$ cat src/rtl/cocs_pkg.sv
/*
 cocs_pkg: shared constants for the clock output select and stop control block.
 Assumes one 8-bit register space reached over the two-wire serial port.
*/
package cocs_pkg;
   // control byte indexes
   localparam logic [7:0] REG_SEL_STOP = 8'h00;
   localparam logic [7:0] REG_PROC_EN = 8'h01;
   localparam logic [7:0] REG_BUS_EN = 8'h02;
   // byte 0 fields
   localparam int B0_SEL_LO = 0;
   localparam int B0_BSTOP = 3;
   localparam int B0_PSTOP = 4;
   localparam int B0_SEL48 = 5;
   localparam int B0_SPREAD = 7;
   // byte 1 fields
   localparam int B1_EN_LO = 0;
   localparam int B1_FREE_LO = 3;
   localparam int B1_MULT = 7;
   // byte 2 fields
   localparam int B2_EN_LO = 0;
   // channel counts; processor and bus counts fixed by the register layout
   localparam int NUM_PROC = 3;
   localparam int NUM_BUS = 7;
   localparam int NUM_FREE = 3;
   // power-on values
   localparam logic B0_SPREAD_RST = 1'b0;
   localparam logic B0_SEL48_RST = 1'b0;
   localparam logic B0_BSTOP_RST = 1'b1;
   localparam logic [2:0] B1_EN_RST = 3'h7;
   localparam logic [2:0] B1_FREE_RST = 3'h0;
   localparam logic [6:0] B2_EN_RST = 7'h7F;
   // lower select codes when the top select sits at mid level
   localparam logic [1:0] FS_TRI = 2'h0;
   localparam logic [1:0] FS_TEST = 2'h1;
   // processor rate codes, equal to the lower two selects
   typedef enum logic [1:0] {
      RATE_66 = 2'b00,
      RATE_100 = 2'b01,
      RATE_200 = 2'b10,
      RATE_133 = 2'b11
   } cocs_rate_t;
   // serial port states
   typedef enum logic [3:0] {
      ST_IDLE = 4'b0000,
      ST_ADDR = 4'b0001,
      ST_AACK = 4'b0010,
      ST_INDEX = 4'b0011,
      ST_IACK = 4'b0100,
      ST_WDATA = 4'b0101,
      ST_WACK = 4'b0110,
      ST_RDATA = 4'b0111,
      ST_RACK = 4'b1000,
      ST_RNEXT = 4'b1001
   } cocs_state_t;
endpackage

$ cat src/rtl/cocs_ctrl.sv
/*
 cocs_ctrl: strap decode, output enable and stop control, and control bytes 0 to 2
 behind a two-wire serial slave port.
 Assumes all pins, including the clock sources, are synchronous to ref_clk; the
 serial data wire is resolved outside from sda_o and sda_oe.
*/
`timescale 1ns/10ps
`default_nettype none
// Summary of operation
// - byte 0 bits 0-2 show latched selects
// - mid top with 00 tristates every output
// - mid top with 01 divides test clock
// - hardware mode bit 3 shows stop state
// - pin low or bit3 zero stops bus
// - byte 0 bit 4 shows live stop pin
// - byte 0 bit 5 picks 66 or 48
// - byte 0 bit 7 enables spread, reset off
// - enables power up set; disabled outputs park
// - byte 1 bits 3-5 mark free-running pairs
// - byte 1 bit 7 shows live multiplier pin
// - processor stop holds participating pairs low
// - bus stop holds bus clocks low
// - straps latched while power-good strobe low
module cocs_ctrl
   import cocs_pkg::*;
#(
   parameter logic [6:0] DEV_ADDR = 7'h2A // arbitrary bus address
) (
   // clock and reset
   input wire logic ref_clk,
   input wire logic rst,
   // straps
   input wire logic rate_select_low,
   input wire logic rate_select_mid,
   input wire logic rate_select_top,
   input wire logic rate_select_top_mid,
   input wire logic current_multiplier_select,
   input wire logic power_good_strobe_n,
   // stop control
   input wire logic proc_stop_n,
   input wire logic bus_stop_n,
   input wire logic stop_sw_mode,
   input wire logic [NUM_FREE-1:0] free_follow_stop,
   // clock sources
   input wire logic proc_pll_src,
   input wire logic vco_66_src,
   input wire logic pll_48_src,
   input wire logic xtal_src,
   input wire logic ext_66_input,
   input wire logic test_clock,
   // serial port
   input wire logic scl,
   input wire logic sda_i,
   output var logic sda_o,
   output var logic sda_oe,
   // processor pairs
   output var logic [NUM_PROC-1:0] proc_pair_true,
   output var logic [NUM_PROC-1:0] proc_pair_complement,
   output var logic [NUM_PROC-1:0] proc_comp_oe,
   // bus clocks
   output var logic [NUM_BUS-1:0] bus_clock_out,
   output var logic [NUM_FREE-1:0] free_bus_clock_out,
   // other clocks
   output var logic [2:0] buffered_66_output,
   output var logic shared_66_48_output,
   output var logic shared_66_pin_o,
   output var logic shared_66_pin_oe,
   output var logic usb_48_output,
   output var logic dot_48_output,
   output var logic crystal_ref_output,
   output var logic clk_oe,
   // synthesizer controls
   output var cocs_rate_t proc_rate_sel,
   output var logic spread_enable,
   output var logic current_mult_sel
);
   logic [2:0] sel_lat_r, sel_lat_nxt;
   logic top_mid_r, top_mid_nxt;
   logic mult_nxt, spread_nxt, sel48_r, sel48_nxt, stop_bit_r, stop_bit_nxt;
   logic [NUM_PROC-1:0] proc_en_r, proc_en_nxt, proc_free_r, proc_free_nxt;
   logic [NUM_BUS-1:0] bus_en_r, bus_en_nxt;
   cocs_state_t st_r, st_nxt;
   logic [2:0] cnt_r, cnt_nxt;
   logic [7:0] shift_r, shift_nxt, idx_r, idx_nxt, rd_byte, rx_byte;
   logic rw_r, rw_nxt, sda_oe_nxt, scl_q_r, sda_q_r, wr_en, load;
   logic scl_rise, scl_fall, bus_start, bus_stop;
   logic [2:0] t_div, v_div, e_div;
   logic test_mode, tri_mode, ext_mode, bus_stopped, proc_clk, bus_base;
   logic [NUM_PROC-1:0] true_nxt, comp_nxt, comp_oe_nxt;
   logic [NUM_BUS-1:0] bus_nxt;
   logic [NUM_FREE-1:0] free_nxt;
   logic [2:0] buf_nxt;
   logic sh48_nxt, pin_o_nxt, pin_oe_nxt, usb_nxt, ref_nxt, clk_oe_nxt;

   cocs_divider #(.STAGES(3)) u_test_div (
      .ref_clk(ref_clk), .rst(rst), .src(test_clock), .div(t_div));
   cocs_divider #(.STAGES(3)) u_vco_div (
      .ref_clk(ref_clk), .rst(rst), .src(vco_66_src), .div(v_div));
   cocs_divider #(.STAGES(3)) u_ext_div (
      .ref_clk(ref_clk), .rst(rst), .src(ext_66_input), .div(e_div));

   assign scl_rise = scl && !scl_q_r;
   assign scl_fall = !scl && scl_q_r;
   assign bus_start = scl && scl_q_r && sda_q_r && !sda_i;
   assign bus_stop = scl && scl_q_r && !sda_q_r && sda_i;
   assign rx_byte = {shift_r[6:0], sda_i};

   // register read view; reserved bits stay zero
   always_comb begin
      rd_byte = 8'h00;
      if (idx_r == REG_SEL_STOP) begin
         rd_byte[B0_SEL_LO +: 3] = sel_lat_r;
         rd_byte[B0_BSTOP] = stop_bit_r;
         rd_byte[B0_PSTOP] = proc_stop_n;
         rd_byte[B0_SEL48] = sel48_r;
         rd_byte[B0_SPREAD] = spread_enable;
      end else if (idx_r == REG_PROC_EN) begin
         rd_byte[B1_EN_LO +: NUM_PROC] = proc_en_r;
         rd_byte[B1_FREE_LO +: NUM_PROC] = proc_free_r;
         rd_byte[B1_MULT] = current_multiplier_select;
      end else if (idx_r == REG_BUS_EN) begin
         rd_byte[B2_EN_LO +: NUM_BUS] = bus_en_r;
      end
   end

   // serial slave and control bytes
   always_comb begin
      st_nxt = st_r;
      cnt_nxt = cnt_r;
      shift_nxt = shift_r;
      idx_nxt = idx_r;
      rw_nxt = rw_r;
      sda_oe_nxt = sda_oe;
      wr_en = 1'b0;
      load = 1'b0;
      case (st_r)
         ST_ADDR, ST_INDEX, ST_WDATA: begin
            if (scl_rise) begin
               shift_nxt = rx_byte;
               cnt_nxt = cnt_r + 3'h1;
               if (cnt_r == 3'h7) begin
                  if (st_r == ST_ADDR) begin
                     rw_nxt = sda_i;
                     st_nxt = (shift_r[6:0] == DEV_ADDR) ? ST_AACK : ST_IDLE;
                  end else if (st_r == ST_INDEX) begin
                     idx_nxt = rx_byte;
                     st_nxt = ST_IACK;
                  end else begin
                     wr_en = 1'b1;
                     idx_nxt = idx_r + 8'h01;
                     st_nxt = ST_WACK;
                  end
               end
            end
         end
         ST_AACK, ST_IACK, ST_WACK: begin
            if (scl_fall) begin
               if (!sda_oe) begin
                  sda_oe_nxt = 1'b1;
               end else begin
                  sda_oe_nxt = 1'b0;
                  cnt_nxt = 3'h0;
                  if (st_r == ST_AACK && rw_r) begin
                     load = 1'b1;
                  end else begin
                     st_nxt = (st_r == ST_AACK) ? ST_INDEX : ST_WDATA;
                  end
               end
            end
         end
         ST_RDATA: begin
            if (scl_fall) begin
               if (cnt_r == 3'h7) begin
                  sda_oe_nxt = 1'b0;
                  st_nxt = ST_RACK;
               end else begin
                  shift_nxt = {shift_r[6:0], 1'b0};
                  sda_oe_nxt = !shift_r[6];
                  cnt_nxt = cnt_r + 3'h1;
               end
            end
         end
         ST_RACK: begin
            if (scl_rise) begin
               st_nxt = sda_i ? ST_IDLE : ST_RNEXT;
            end
         end
         ST_RNEXT: begin
            if (scl_fall) begin
               load = 1'b1;
            end
         end
         default: begin
            st_nxt = ST_IDLE;
         end
      endcase
      if (load) begin
         shift_nxt = rd_byte;
         sda_oe_nxt = !rd_byte[7];
         cnt_nxt = 3'h0;
         idx_nxt = idx_r + 8'h01;
         st_nxt = ST_RDATA;
      end
      if (bus_start) begin
         st_nxt = ST_ADDR;
         cnt_nxt = 3'h0;
         sda_oe_nxt = 1'b0;
      end else if (bus_stop) begin
         st_nxt = ST_IDLE;
         sda_oe_nxt = 1'b0;
      end

      sel_lat_nxt = sel_lat_r;
      top_mid_nxt = top_mid_r;
      mult_nxt = current_mult_sel;
      spread_nxt = spread_enable;
      sel48_nxt = sel48_r;
      stop_bit_nxt = stop_bit_r;
      proc_en_nxt = proc_en_r;
      proc_free_nxt = proc_free_r;
      bus_en_nxt = bus_en_r;
      // read-only fields have no write path
      if (wr_en && idx_r == REG_SEL_STOP) begin
         spread_nxt = rx_byte[B0_SPREAD];
         sel48_nxt = rx_byte[B0_SEL48];
         if (stop_sw_mode) begin
            stop_bit_nxt = rx_byte[B0_BSTOP];
         end
      end else if (wr_en && idx_r == REG_PROC_EN) begin
         proc_en_nxt = rx_byte[B1_EN_LO +: NUM_PROC];
         proc_free_nxt = rx_byte[B1_FREE_LO +: NUM_PROC];
      end else if (wr_en && idx_r == REG_BUS_EN) begin
         bus_en_nxt = rx_byte[B2_EN_LO +: NUM_BUS];
      end
      if (!power_good_strobe_n) begin
         sel_lat_nxt = {rate_select_top, rate_select_mid, rate_select_low};
         top_mid_nxt = rate_select_top_mid;
         mult_nxt = current_multiplier_select;
      end
      // hardware stop mode tracks the pin from power-up onward
      if (!stop_sw_mode) begin
         stop_bit_nxt = bus_stop_n;
      end
   end

   always_ff @(posedge ref_clk or posedge rst) begin
      if (rst) begin
         st_r <= ST_IDLE;
         cnt_r <= 3'h0;
         shift_r <= 8'h00;
         idx_r <= 8'h00;
         rw_r <= 1'b0;
         sda_oe <= 1'b0;
         sda_o <= 1'b0;
         scl_q_r <= 1'b1;
         sda_q_r <= 1'b1;
         sel_lat_r <= 3'h0;
         top_mid_r <= 1'b0;
         current_mult_sel <= 1'b0;
         spread_enable <= B0_SPREAD_RST;
         sel48_r <= B0_SEL48_RST;
         stop_bit_r <= B0_BSTOP_RST;
         proc_en_r <= B1_EN_RST;
         proc_free_r <= B1_FREE_RST;
         bus_en_r <= B2_EN_RST;
      end else begin
         st_r <= st_nxt;
         cnt_r <= cnt_nxt;
         shift_r <= shift_nxt;
         idx_r <= idx_nxt;
         rw_r <= rw_nxt;
         sda_oe <= sda_oe_nxt;
         sda_o <= 1'b0;
         scl_q_r <= scl;
         sda_q_r <= sda_i;
         sel_lat_r <= sel_lat_nxt;
         top_mid_r <= top_mid_nxt;
         current_mult_sel <= mult_nxt;
         spread_enable <= spread_nxt;
         sel48_r <= sel48_nxt;
         stop_bit_r <= stop_bit_nxt;
         proc_en_r <= proc_en_nxt;
         proc_free_r <= proc_free_nxt;
         bus_en_r <= bus_en_nxt;
      end
   end

   // mode decode; reserved mid codes fall through to normal sources
   assign tri_mode = top_mid_r && sel_lat_r[1:0] == FS_TRI;
   assign test_mode = top_mid_r && sel_lat_r[1:0] == FS_TEST;
   assign ext_mode = !top_mid_r && sel_lat_r[2];
   assign bus_stopped = !bus_stop_n || !stop_bit_r;
   assign proc_clk = test_mode ? t_div[0] : proc_pll_src;
   assign bus_base = test_mode ? t_div[2] : (ext_mode ? e_div[0] : v_div[0]);

   always_comb begin
      buf_nxt = {3{test_mode ? t_div[1] : (ext_mode ? ext_66_input : vco_66_src)}};
      sh48_nxt = test_mode ? (sel48_r ? t_div[0] : t_div[1]) :
                 (sel48_r ? pll_48_src : vco_66_src);
      pin_o_nxt = test_mode ? t_div[1] : vco_66_src;
      pin_oe_nxt = !tri_mode && !ext_mode;
      usb_nxt = test_mode ? t_div[0] : pll_48_src;
      ref_nxt = test_mode ? test_clock : xtal_src;
      clk_oe_nxt = !tri_mode;
   end

   for (genvar i = 0; i < NUM_PROC; i++) begin : g_proc
      always_comb begin
         true_nxt[i] = proc_clk;
         comp_nxt[i] = !proc_clk;
         comp_oe_nxt[i] = !tri_mode;
         if (!proc_en_r[i]) begin
            true_nxt[i] = 1'b1;
            comp_nxt[i] = 1'b0;
            comp_oe_nxt[i] = 1'b0;
         end else if (!proc_stop_n && !proc_free_r[i]) begin
            true_nxt[i] = 1'b0;
            comp_nxt[i] = 1'b1;
         end
      end
   end

   for (genvar i = 0; i < NUM_BUS; i++) begin : g_bus
      assign bus_nxt[i] = bus_en_r[i] && !bus_stopped && bus_base;
   end

   for (genvar i = 0; i < NUM_FREE; i++) begin : g_free
      assign free_nxt[i] = bus_base && !(bus_stopped && free_follow_stop[i]);
   end

   always_ff @(posedge ref_clk or posedge rst) begin
      if (rst) begin
         proc_pair_true <= '0;
         proc_pair_complement <= '0;
         proc_comp_oe <= '0;
         bus_clock_out <= '0;
         free_bus_clock_out <= '0;
         buffered_66_output <= 3'h0;
         shared_66_48_output <= 1'b0;
         shared_66_pin_o <= 1'b0;
         shared_66_pin_oe <= 1'b0;
         usb_48_output <= 1'b0;
         dot_48_output <= 1'b0;
         crystal_ref_output <= 1'b0;
         clk_oe <= 1'b0;
         proc_rate_sel <= RATE_66;
      end else begin
         proc_pair_true <= true_nxt;
         proc_pair_complement <= comp_nxt;
         proc_comp_oe <= comp_oe_nxt;
         bus_clock_out <= bus_nxt;
         free_bus_clock_out <= free_nxt;
         buffered_66_output <= buf_nxt;
         shared_66_48_output <= sh48_nxt;
         shared_66_pin_o <= pin_o_nxt;
         shared_66_pin_oe <= pin_oe_nxt;
         usb_48_output <= usb_nxt;
         dot_48_output <= usb_nxt;
         crystal_ref_output <= ref_nxt;
         clk_oe <= clk_oe_nxt;
         proc_rate_sel <= cocs_rate_t'(sel_lat_r[1:0]);
      end
   end

   a_strap_latch: assert property (@(posedge ref_clk) disable iff (rst)
      !power_good_strobe_n |=> ##1 proc_rate_sel == $past({rate_select_mid, rate_select_low}, 2))
      else $error("strap not latched into rate select");
   a_tristate_all: assert property (@(posedge ref_clk) disable iff (rst)
      (top_mid_r && sel_lat_r[1:0] == 2'h0) |=> !clk_oe && !shared_66_pin_oe && proc_comp_oe == 0)
      else $error("outputs driven in tristate mode");
   a_bus_stop_low: assert property (@(posedge ref_clk) disable iff (rst)
      (!bus_stop_n || !stop_bit_r) |=> bus_clock_out == 0)
      else $error("bus clock ran while stopped");
   a_proc_stop_low: assert property (@(posedge ref_clk) disable iff (rst)
      (!proc_stop_n && proc_en_r[0] && !proc_free_r[0]) |=> !proc_pair_true[0])
      else $error("processor pair toggled while stopped");
   a_pair_disabled: assert property (@(posedge ref_clk) disable iff (rst)
      !proc_en_r[1] |=> proc_pair_true[1] && !proc_comp_oe[1])
      else $error("disabled pair not parked");
   a_ext_pin_input: assert property (@(posedge ref_clk) disable iff (rst)
      (!top_mid_r && sel_lat_r[2]) |=> !shared_66_pin_oe && buffered_66_output[0] == $past(ext_66_input))
      else $error("external mode not buffering input");
   a_test_bus_div: assert property (@(posedge ref_clk) disable iff (rst)
      (test_mode && bus_en_r[0] && !bus_stopped) |=> bus_clock_out[0] == $past(t_div[2]))
      else $error("test mode bus clock not divided by eight");
   a_power_on_bits: assert property (@(posedge ref_clk) disable iff (rst)
      $fell(rst) |-> !spread_enable && bus_en_r == 7'h7F && proc_en_r == 3'h7 && !sel48_r)
      else $error("control bits wrong after reset");
   a_hw_stop_track: assert property (@(posedge ref_clk) disable iff (rst)
      (!stop_sw_mode && $stable(stop_sw_mode)) |=> stop_bit_r == $past(bus_stop_n))
      else $error("stop bit not tracking pin");
endmodule
`default_nettype wire

$ cat src/rtl/cocs_divider.sv
/*
 cocs_divider: divides a sampled clock source by 2, 4 and 8.
 Assumes the source is synchronous to ref_clk and slower than half its rate.
*/
`timescale 1ns/10ps
`default_nettype none
module cocs_divider #(
   parameter int STAGES = 3
) (
   // clock and reset
   input wire logic ref_clk,
   input wire logic rst,
   // source and divided taps, bit n is source divided by 2**(n+1)
   input wire logic src,
   output var logic [STAGES-1:0] div
);
   logic src_q_r;
   logic [STAGES-1:0] div_nxt;

   if (STAGES < 3) begin : g_chk
      $error("cocs_divider needs at least three stages");
   end

   always_comb begin
      div_nxt = div;
      if (src && !src_q_r) begin
         div_nxt = div + {{(STAGES-1){1'b0}}, 1'b1};
      end
   end

   always_ff @(posedge ref_clk or posedge rst) begin
      if (rst) begin
         src_q_r <= 1'b0;
         div <= '0;
      end else begin
         src_q_r <= src;
         div <= div_nxt;
      end
   end
endmodule
`default_nettype wire

$ cat config.mk
export PLATFORM = sky130hd
export DESIGN_NAME = cocs_ctrl
export DESIGN_NICKNAME = d
export VERILOG_FILES = /design/src/rtl/cocs_pkg.sv /design/src/rtl/cocs_ctrl.sv /design/src/rtl/cocs_divider.sv
export SDC_FILE = /design/constraint.sdc
export NUM_CORES = 1
export LEC_CHECK = 0
export BUFFER_PORTS_ARGS = -buffer_cell sky130_fd_sc_hd__buf_4
export CAP_MARGIN = 5
export CORE_ASPECT_RATIO = 0.8
export CORE_MARGIN = 2
export CORE_UTILIZATION = 58
export CTS_CLUSTER_DIAMETER = 100
export DETAILED_ROUTE_END_ITERATION = 10
export PLACE_DENSITY = 0.8
export SYNTH_ARGS = -nofsm -noshare
export SYNTH_HDL_FRONTEND = slang
export SYNTH_HIERARCHICAL = 1
export SYNTH_SLANG_ARGS = --single-unit
$ cat constraint.sdc
create_clock -name ref_clk -period 3 [get_ports ref_clk]
set_input_delay 0.9 -clock ref_clk [delete_from_list [all_inputs] [get_ports ref_clk]]
set_output_delay 0.9 -clock ref_clk [all_outputs]
set_load 0.01 [all_outputs]
## Word level (Yosys, flattened, before mapping)

Index checks and enable logic that the tools add are counted.

- Add/sub/neg operators: 5
- Multiply operators: 0
- Divide/modulo/power cells: 0
- Magnitude comparators: 0
- Equal/unequal tests: 33
- Shift operators: 0
- Muxes and demuxes: 89
- Bitwise logic cells: 2
- Reduce and logical (&&, ||, !) cells: 83

Operators by type and width:

| cell | count |
|---|---|
| two-way mux 1 bit | 48 |
| two-way mux 4 bit | 12 |
| two-way mux 8 bit | 6 |
| logical AND 1 bit | 41 |
| != test 5 bit, second input constant | 8 |
| two-way mux 7 bit | 5 |
| two-way mux 3 bit | 9 |
| != test 4 bit, second input constant | 6 |
| logical NOT 1 bit | 23 |
| one-hot mux 4 bit (5 select lines) | 1 |
| == test 4 x 3 -> 1 bit, second input constant | 4 |
| one-hot mux 7 bit (2 select lines) | 1 |
| adder 3 x 1 -> 3 bit, second input constant | 4 |
| two-way mux 6 bit | 2 |
| AND reduction 4 bit | 3 |
| nonzero test 5 bit | 2 |
| != test 3 bit, second input constant | 3 |
| one-hot mux 3 bit (3 select lines) | 1 |
| AND reduction 9 bit | 1 |
| adder 8 x 1 -> 8 bit, second input constant | 1 |
| == test 4 x 2 -> 1 bit, second input constant | 2 |
| == test 4 bit, second input constant | 2 |
| == test 8 x 1 -> 1 bit, second input constant | 1 |
| == test 8 x 2 -> 1 bit, second input constant | 1 |
| other kinds (18) | 25 |

- Bits in registers: 87
- Bits in latches: 0
- Memory bits (writable): 0
- Memory bits (read-only): 0
- Input port bits: 22
- Output and inout bits: 35
- Memories: 0

## Depth between registers and ports, before layout

Gate-level depths: netlist of run 1.

- Depth in word-level cells: 9
- Depth in mapped cells: 9

## Cells and area by module

Netlist of run 1, hierarchy kept.

By module, submodules not included:

| module | times used | cells each | area an instance (sq um) | sequential area each (sq um) |
|---|---|---|---|---|
| cocs_ctrl | 1 | 388 | 3831.2 | 1893.1 |
| cocs_divider | 3 | 11 | 170.2 | 100.1 |

## Worst setup path after synthesis of run 1

No wires, ideal clock.

- Kind: in2reg
- Start: in scl
- End: reg bus_en_r[0]
- Library setup time: 0.082 ns
- Data arrival time: 2.105 ns
- Data required time: 2.918 ns
- Path slack: 0.813 ns
- Stages on the path: 5
- Buffers on the path: 0
- Cell sequence: nand2b_4 > nor4_4 > nand3_2 > nor4b_4 > mux2_2

- Cells in the longest elaborated chain, start to end: 6
- Elaborated cells between the ends (all ways): 9
- Those cells by class: 2 x mux; 2 x bitwise; 5 x reduce/logical

Ends and longest elaborated chain:

| what | line | source |
|---|---|---|
| start, declared | cocs_ctrl.sv:52 | `input wire logic scl,` |
| logical AND 1 bit (*) | cocs_ctrl.sv:102 | `assign scl_rise = scl && !scl_q_r;` |
| two-way mux 1 bit (*) | cocs_ctrl.sv:138 | `if (scl_rise) begin` |
| two-way mux 1 bit (*) | cocs_ctrl.sv:136 | `case (st_r)` |
| logical AND 1 bit (on tied branches) | cocs_ctrl.sv:229, cocs_ctrl.sv:223 |  |
| inverter 1 bit (no line) | -- |  |
| AND reduction 3 bit (no line) (*) | -- |  |
| end signal, assigned | cocs_ctrl.sv:284 | `bus_en_r <= bus_en_nxt;` |
| end, declared | cocs_ctrl.sv:81 | `logic [NUM_BUS-1:0] bus_en_r, bus_en_nxt;` |

Every way passes the cells marked *; elsewhere a longest branch is shown, timed or not.
A chain may end at the register's enable or synchronous reset.

## Final worst setup path of run 1

- Start: in scl
- End: reg shift_r[3]

- Cells in the longest elaborated chain, start to end: 6
- Elaborated cells between the ends (all ways): 12
- Those cells by class: 3 x eq/ne; 4 x mux; 5 x reduce/logical

Ends and longest elaborated chain:

| what | line | source |
|---|---|---|
| logical NOT 1 bit | cocs_ctrl.sv:103 | `assign scl_fall = !scl && scl_q_r;` |
| logical AND 1 bit | cocs_ctrl.sv:103 |  |
| two-way mux 1 bit (on tied branches) | cocs_ctrl.sv:189, cocs_ctrl.sv:157 |  |
| one-hot mux 1 bit (2 select lines) | cocs_ctrl.sv:136 |  |
| != test 3 bit (no line) or nonzero test 3 bit (tied branches) | -- |  |
| AND reduction 4 bit (no line) | -- |  |
| end signal, assigned | cocs_ctrl.sv:269 | `shift_r <= shift_nxt;` |
| end, declared | cocs_ctrl.sv:84 | `logic [7:0] shift_r, shift_nxt, idx_r, idx_nxt, rd_byte, rx_byte;` |

Several ways; a longest one is shown, not always the timed one.

==> summary.md, run 1 <==
| Metric | Value |
|---|---|
| Starting Density | `60.0%` |
| P_leak | `2.20 nW` |
| Clock buffer depth | `2` |
| Least-Margin Pin Slew | `0.839 ns` |
| Final GP Congestion | `0.864` |
| Peak VDD IR | `402 µV` |
| # Max-Cap Violations | `0` |
| CP Capture Type | `flop` |
| Overflow after GRT | `0` |
| IO Port Bufs | `55` |
| Nets | `483` |
| Mapped Area | `4150 µm²` |
| Final worst slack | `0.659 ns` |
| Latest clock arrival within the worst-skew pair | `0.35 ns` |
| Avg WL per Cell | `16.4 µm` |
| Pins over their slew limit | `0` |
| Status | `finished clean` |
| RSZ-0062 raised after global routing | `false` |
| Setup_tns | `0 ns` |
| Global-route wire length before repair | `15,000 µm` |
| Cells after Synth | `409` |
| Vias/cell | `5.86` |
| Avg Inst Size Synth | `10.2 µm²` |
| Final period util | `78.0%` |
| Via total after detailed routing | `3,197` |
| WP data arrival | `2.62 ns` |
| Vias in the first global route | `3,071` |
| Pwr dens | `710 nW/µm²` |
| CTS clk-pin slew, worst paths | `0.09 ns` |
| Num rows | `27` |
| Detail Route Antenna Nets | `0` |
| Htree depth | `3` |
| Initial antenna violation count | `0` |
| Total track usage | `24.5%` |
| Clock sinks | `83` |
| Slew HR | `44.0%` |
| Place WS | `0.354 ns` |
| Core area | `6930 µm²` |
| Most frequent cells in the layout | `dfrtp_1 (70), buf_4 (56), a21oi_1 (45)` |
| CTS tree | `built` |
| Initial drt markers | `250` |
| Share of cells above drive strength 1 | `27.5%` |
| Final hold violations | `0` |
| Number of CTS-inserted buffers | `9` |
| Area delta synth->final | `15.4%` |
| Startpoint types | `input pin` |
| Critical path peak fanout | `16` |
| Most common cell after layout, fill and taps aside | `dfrtp_1` |
| Syn_nets | `438` |
| Setup violations, final | `0` |
| CTS resizes | `0` |
| Post-Route Skew | `0.0122 ns` |
| CP Class | `input pin to flop` |
| Pre-Repair DR Iteration Count | `5` |
| Root buffer cell | `clkbuf_8` |
| Fin crit period | `2.34 ns` |
| Post-Route WL | `8980 µm` |
| Largest net degree at the start of global routing | `60` |
| Critical Path RT | `3.28 ns` |
| Die area | `7860 µm²` |
| YS warnings | `6` |
| Hold crit path type | `input pin to asynchronous set/reset pin` |
| DR DRC count | `0` |
| Setup Buffers After CTS | `0` |
| Die Ht | `79.7 µm` |
| Dpl hpwl | `6390 µm` |
| DIE WIDTH | `98.6 µm` |
| IO Pins | `57` |
| Hold Buf Count CTS | `0` |
| N_diodes | `0` |
| F_max | `427 MHz` |
## per-stage QoR
| stage | utilization (%) | total power [W] | std cells | cell area, µm² | hold WS [ns] |
|---|---|---|---|---|---|
| 6_report | 69.2 | 0.00341 | 546 | 4790 | 0.418 |
| 5_1_grt | 69.2 | 0.00363 | 546 | 4790 | 0.407 |
| 4_1_cts | 69.2 | 0.00341 | 546 | 4790 | 0.413 |
| 3_5_place_dp | 66.2 | 0.00258 | 530 | 4590 | 0.445 |
| 3_3_place_gp | 66.2 | 0.00253 | 530 | 4590 | 0.436 |
| 2_1_floorplan | - | 0.00226 | 409 | 4150 | 0.402 |
## power breakdown
| group | switching (W) | total (W) | internal [W] |
|---|---|---|---|
| Sequential | 0.000241 | 0.00153 | 0.00129 |
| Clock | 0.000414 | 0.000829 | 0.000414 |
| Combinational | 0.000606 | 0.00105 | 0.000441 |
| Total | 0.00126 | 0.00341 | 0.00214 |
## registers in the layout (all words and copies together) (netlist names), 2 cells and up
signal / count
bus_clock_out: 7
u_test_div/div: 3
proc_rate_sel: 2
cnt_r: 3
proc_free_r: 3
shift_r: 7
proc_en_r: 3
st_r: 4
idx_r: 8
proc_pair_complement: 3
free_bus_clock_out: 3
bus_en_r: 7
sel_lat_r: 3
proc_pair_true: 3
proc_comp_oe: 3
## critical path, stage by stage
cell and delay [ns]:
buf_4 0.14, nor2b_1 0.48, nand3b_4 0.33, nor2_1 0.43
a22oi_1 0.15, a21oi_1 0.18
## layer usage
metal  vias up  wire [µm]  track usage, %
li1       1512          -               -
met1      1544       4100            34.9
met2       124       4110            36.9
met3        17        634            6.74
met4         0        134            6.99
met5         -          0               0
## worst paths after layout
check | endpoint | slack (ns) | start | cells past startpoint
worst max-delay path | shift_r[3] | 0.66 | scl | 6
worst min-delay path | u_ext_div/src_q_r | 0.42 | rst | 2
worst max register to register | shift_r[3] | 0.66 | st_r[3] | 6
worst min register to register | proc_rate_sel[1] | 0.46 | sel_lat_r[1] | 0
max in group asynchronous | stop_bit_r | 1.78 | rst | 3
min in group ref_clk | proc_rate_sel[1] | 0.46 | sel_lat_r[1] | 0
## layout make-up
type | count | area, µm²
Multi-Input combinational cell | 291 | 1900
Tap cell | 87 | 109
Fill cell | 522 | 2130
Inverter | 12 | 45.0
Timing Repair Buffer | 57 | 440
Clock buffer | 10 | 138
Sequential cell | 83 | 2090
Clock inverter | 6 | 71.3
No activity file was read; power rests on OpenSTA's default activity.
==> run 2: changes to the inputs <==
Settings changed: ABC_AREA set to 1, CORE_UTILIZATION 58 to 52, PLACE_DENSITY 0.8 to 0.76.
Clock period 3 ns to 2 ns, I/O delays scaled along.
==> run 2 against run 1 <==
Register-to-register slack got worse by 0.49 ns. Die area up 10%. Critical path depth increased by 3. Sequential share of layout area shrank 0.84 points. Largest cell class unchanged.
==> summary.md, run 2 <==
| Metric | Value |
|---|---|
| Status | `finished clean` |
| Clock sinks | `83 (unchanged)` |
| Htree depth | `3 (unchanged)` |
| Fin crit period | `1.83 ns` |
| Filler cells | `662 (+27%)` |
| Most flops, register | `idx_r` |
| Reg2reg setup slack | `0.17 ns (-0.49 ns)` |
| # Max-Cap Violations | `0 (unchanged)` |
| Number of CTS-inserted buffers | `9 (unchanged)` |
| Number of flip-flops in the largest register | `8 (unchanged)` |
| Mapped Area | `4120 µm² (-0.90%)` |
| CP Capture Type | `flop` |
| Post-Route Skew | `0.00943 ns (-0.00278 ns)` |
| Non-Filler Instances | `688 (+26%)` |
| Vias in the first global route | `3,304 (+7.6%)` |
| Pwr dens | `979 nW/µm² (+38%)` |
| Most common cell after layout, fill and taps aside | `nand2_1` |
| Dpl hpwl | `7160 µm (+12%)` |
| Cells after Synth | `514 (+26%)` |
| Root buffer cell | `clkbuf_8` |
| DIE WIDTH | `103 µm (+4.9%)` |
| Starting Density | `54.7% (-5.3 points)` |
| Clock buffer depth | `2 (unchanged)` |
| Initial drt markers | `248 (-0.80%)` |
| Nets | `607 (+26%)` |
| Setup_tns | `0 ns (unchanged)` |
| Critical path peak fanout | `12 (-4)` |
| Vias/cell | `5.22 (-11%)` |
| CTS clk-pin slew, worst paths | `0.09 ns (about the same)` |
| Latest clock arrival within the worst-skew pair | `0.36 ns (about the same)` |
| Startpoint types | `flop` |
| N_diodes | `0 (unchanged)` |
| Most frequent cells in the layout | `nand2_1 (129), nor2_1 (72), dfrtp_1 (70)` |
| Setup violations, final | `0 (unchanged)` |
| Total track usage | `23.5% (-0.99 points)` |
| Final hold violations | `0 (unchanged)` |
| Overall Power | `0.00478 W (+40%)` |
| Avg WL per Cell | `13.7 µm (-16%)` |
| Via total after detailed routing | `3,593 (+12%)` |
| Fin util | `64.9% (-4.3 points)` |
| P_leak | `2.40 nW (+9.2%)` |
| CTS tree | `built` |
| Final period util | `91.6%` |
| R2R cell count | `9 (+3)` |
| Die Ht | `83.6 µm (+4.9%)` |
| IO Pins | `57 (unchanged)` |
| Final GP Congestion | `0.915 (+5.9%)` |
| Multi-input logic area | `1730 µm² (-8.8%)` |
| RSZ-0062 raised after global routing | `false` |
| Peak VDD IR | `538 µV (+34%)` |
| Post-Route WL | `9450 µm (+5.2%)` |
| Avg Inst Size Synth | `8.01 µm² (-21%)` |
| WP data arrival | `2.08 ns (-0.54 ns)` |
| Sequential cell area | `2090 µm² (unchanged)` |
| YS warnings | `6 (unchanged)` |
| IO Port Bufs | `55 (unchanged)` |
| Die area | `8650 µm² (+10%)` |
| Syn_nets | `543 (+24%)` |
| Initial antenna violation count | `0 (unchanged)` |
| Worst R2R Start | `idx_r[0]` |
| Largest net degree at the start of global routing | `72 (+20%)` |
| Detail Route Antenna Nets | `0 (unchanged)` |
| CP Class | `flop to flop` |
| Global-route wire length before repair | `15,800 µm (+4.8%)` |
| Num rows | `28 (+3.7%)` |
| Area delta synth->final | `18.8%` |
| Critical Path RT | `2.25 ns (-1.03 ns)` |
| Overflow after GRT | `0 (unchanged)` |
| Pins over their slew limit | `0 (unchanged)` |
| Hold crit path type | `input pin to asynchronous set/reset pin` |
| F_max | `546 MHz` |
| DR DRC count | `0 (unchanged)` |
| Inst Count DP | `672 (+27%)` |
| Core area | `7530 µm² (+8.8%)` |
| FF-to-FF End | `shift_r[1]` |
| Share of cells above drive strength 1 | `20.6% (-6.9 points)` |
| Pre-Repair DR Iteration Count | `5 (unchanged)` |
| Setup Buffers After CTS | `0 (unchanged)` |
run 2: layer usage:
metal | part of all wire [%] | routed length [µm] | vias to the layer above | track usage, %
met2 | 44 | 4170 | 126 | 34.5
met1 | 48 | 4550 | 1680 | 35.4
met4 | 1.0 | 97 | 0 | 5.98
li1 | - | - | 1774 | -
met3 | 6.7 | 629 | 13 | 4.77
met5 | 0 | 0 | - | 0
run 2: repair_timing:
item | 4_1_cts | 5_1_grt
hold buffers | 0 | 0
gates resized for setup | 0 | 3
endpoints found under the setup margin | 0 | 5
run 2: how the worst max path moves through the flow:
stage | startpoint | to | slack [ns] | cells after the start
finish | idx_r[0] | shift_r[1] | 0.17 | 9
global route | idx_r[0] | shift_r[4] | 0.01 | 9
CTS | cnt_r[0] | proc_free_r[0] | 0.20 | 9
detailed placement | sda_i | st_r[3] | 0.1 | 11
global placement | sda_i | st_r[3] | 0.12 | 11
floorplan | scl | st_r[1] | 0.31 | 10
run 2: stage by stage:
step / area, µm² / worst slack, ns / hold slack (ns)
6_report: 4890 / 0.168 / 0.118
5_1_grt: 4890 / 0.0136 / 0.0971
4_1_cts: 4880 / 0.196 / 0.110
3_5_place_dp: 4670 / 0.0997 / 0.426
3_3_place_gp: 4670 / 0.117 / 0.417
2_1_floorplan: 4120 / 0.308 / 0.341
run 2: area by class of cell:
cell class,count,area share (%)
Clock buffer,9,2.53
Clock inverter,7,1.64
Multi-Input combinational cell,358,35.4
Inverter,62,4.84
Timing Repair Buffer,64,10.1
Sequential cell,83,42.8
Tap cell,105,2.69
run 2: worst max-delay path, cell delays in order, from the launching register on:
cell     delay, ns
dfrtp_1       0.43
inv_1         0.14
ha_1          0.19
nand2_1       0.07
nor2_2        0.24
inv_1         0.23
o21ai_0       0.22
nor2_1        0.08
nor2_1        0.09
nor2_1        0.05
run 2: report_power, final:
part / internal, W / switching [W] / leakage (nW)
clock network: 0.000596 / 0.000646 / 0.103
logic: 0.000522 / 0.000881 / 1.31
registers: 0.00191 / 0.000232 / 0.992
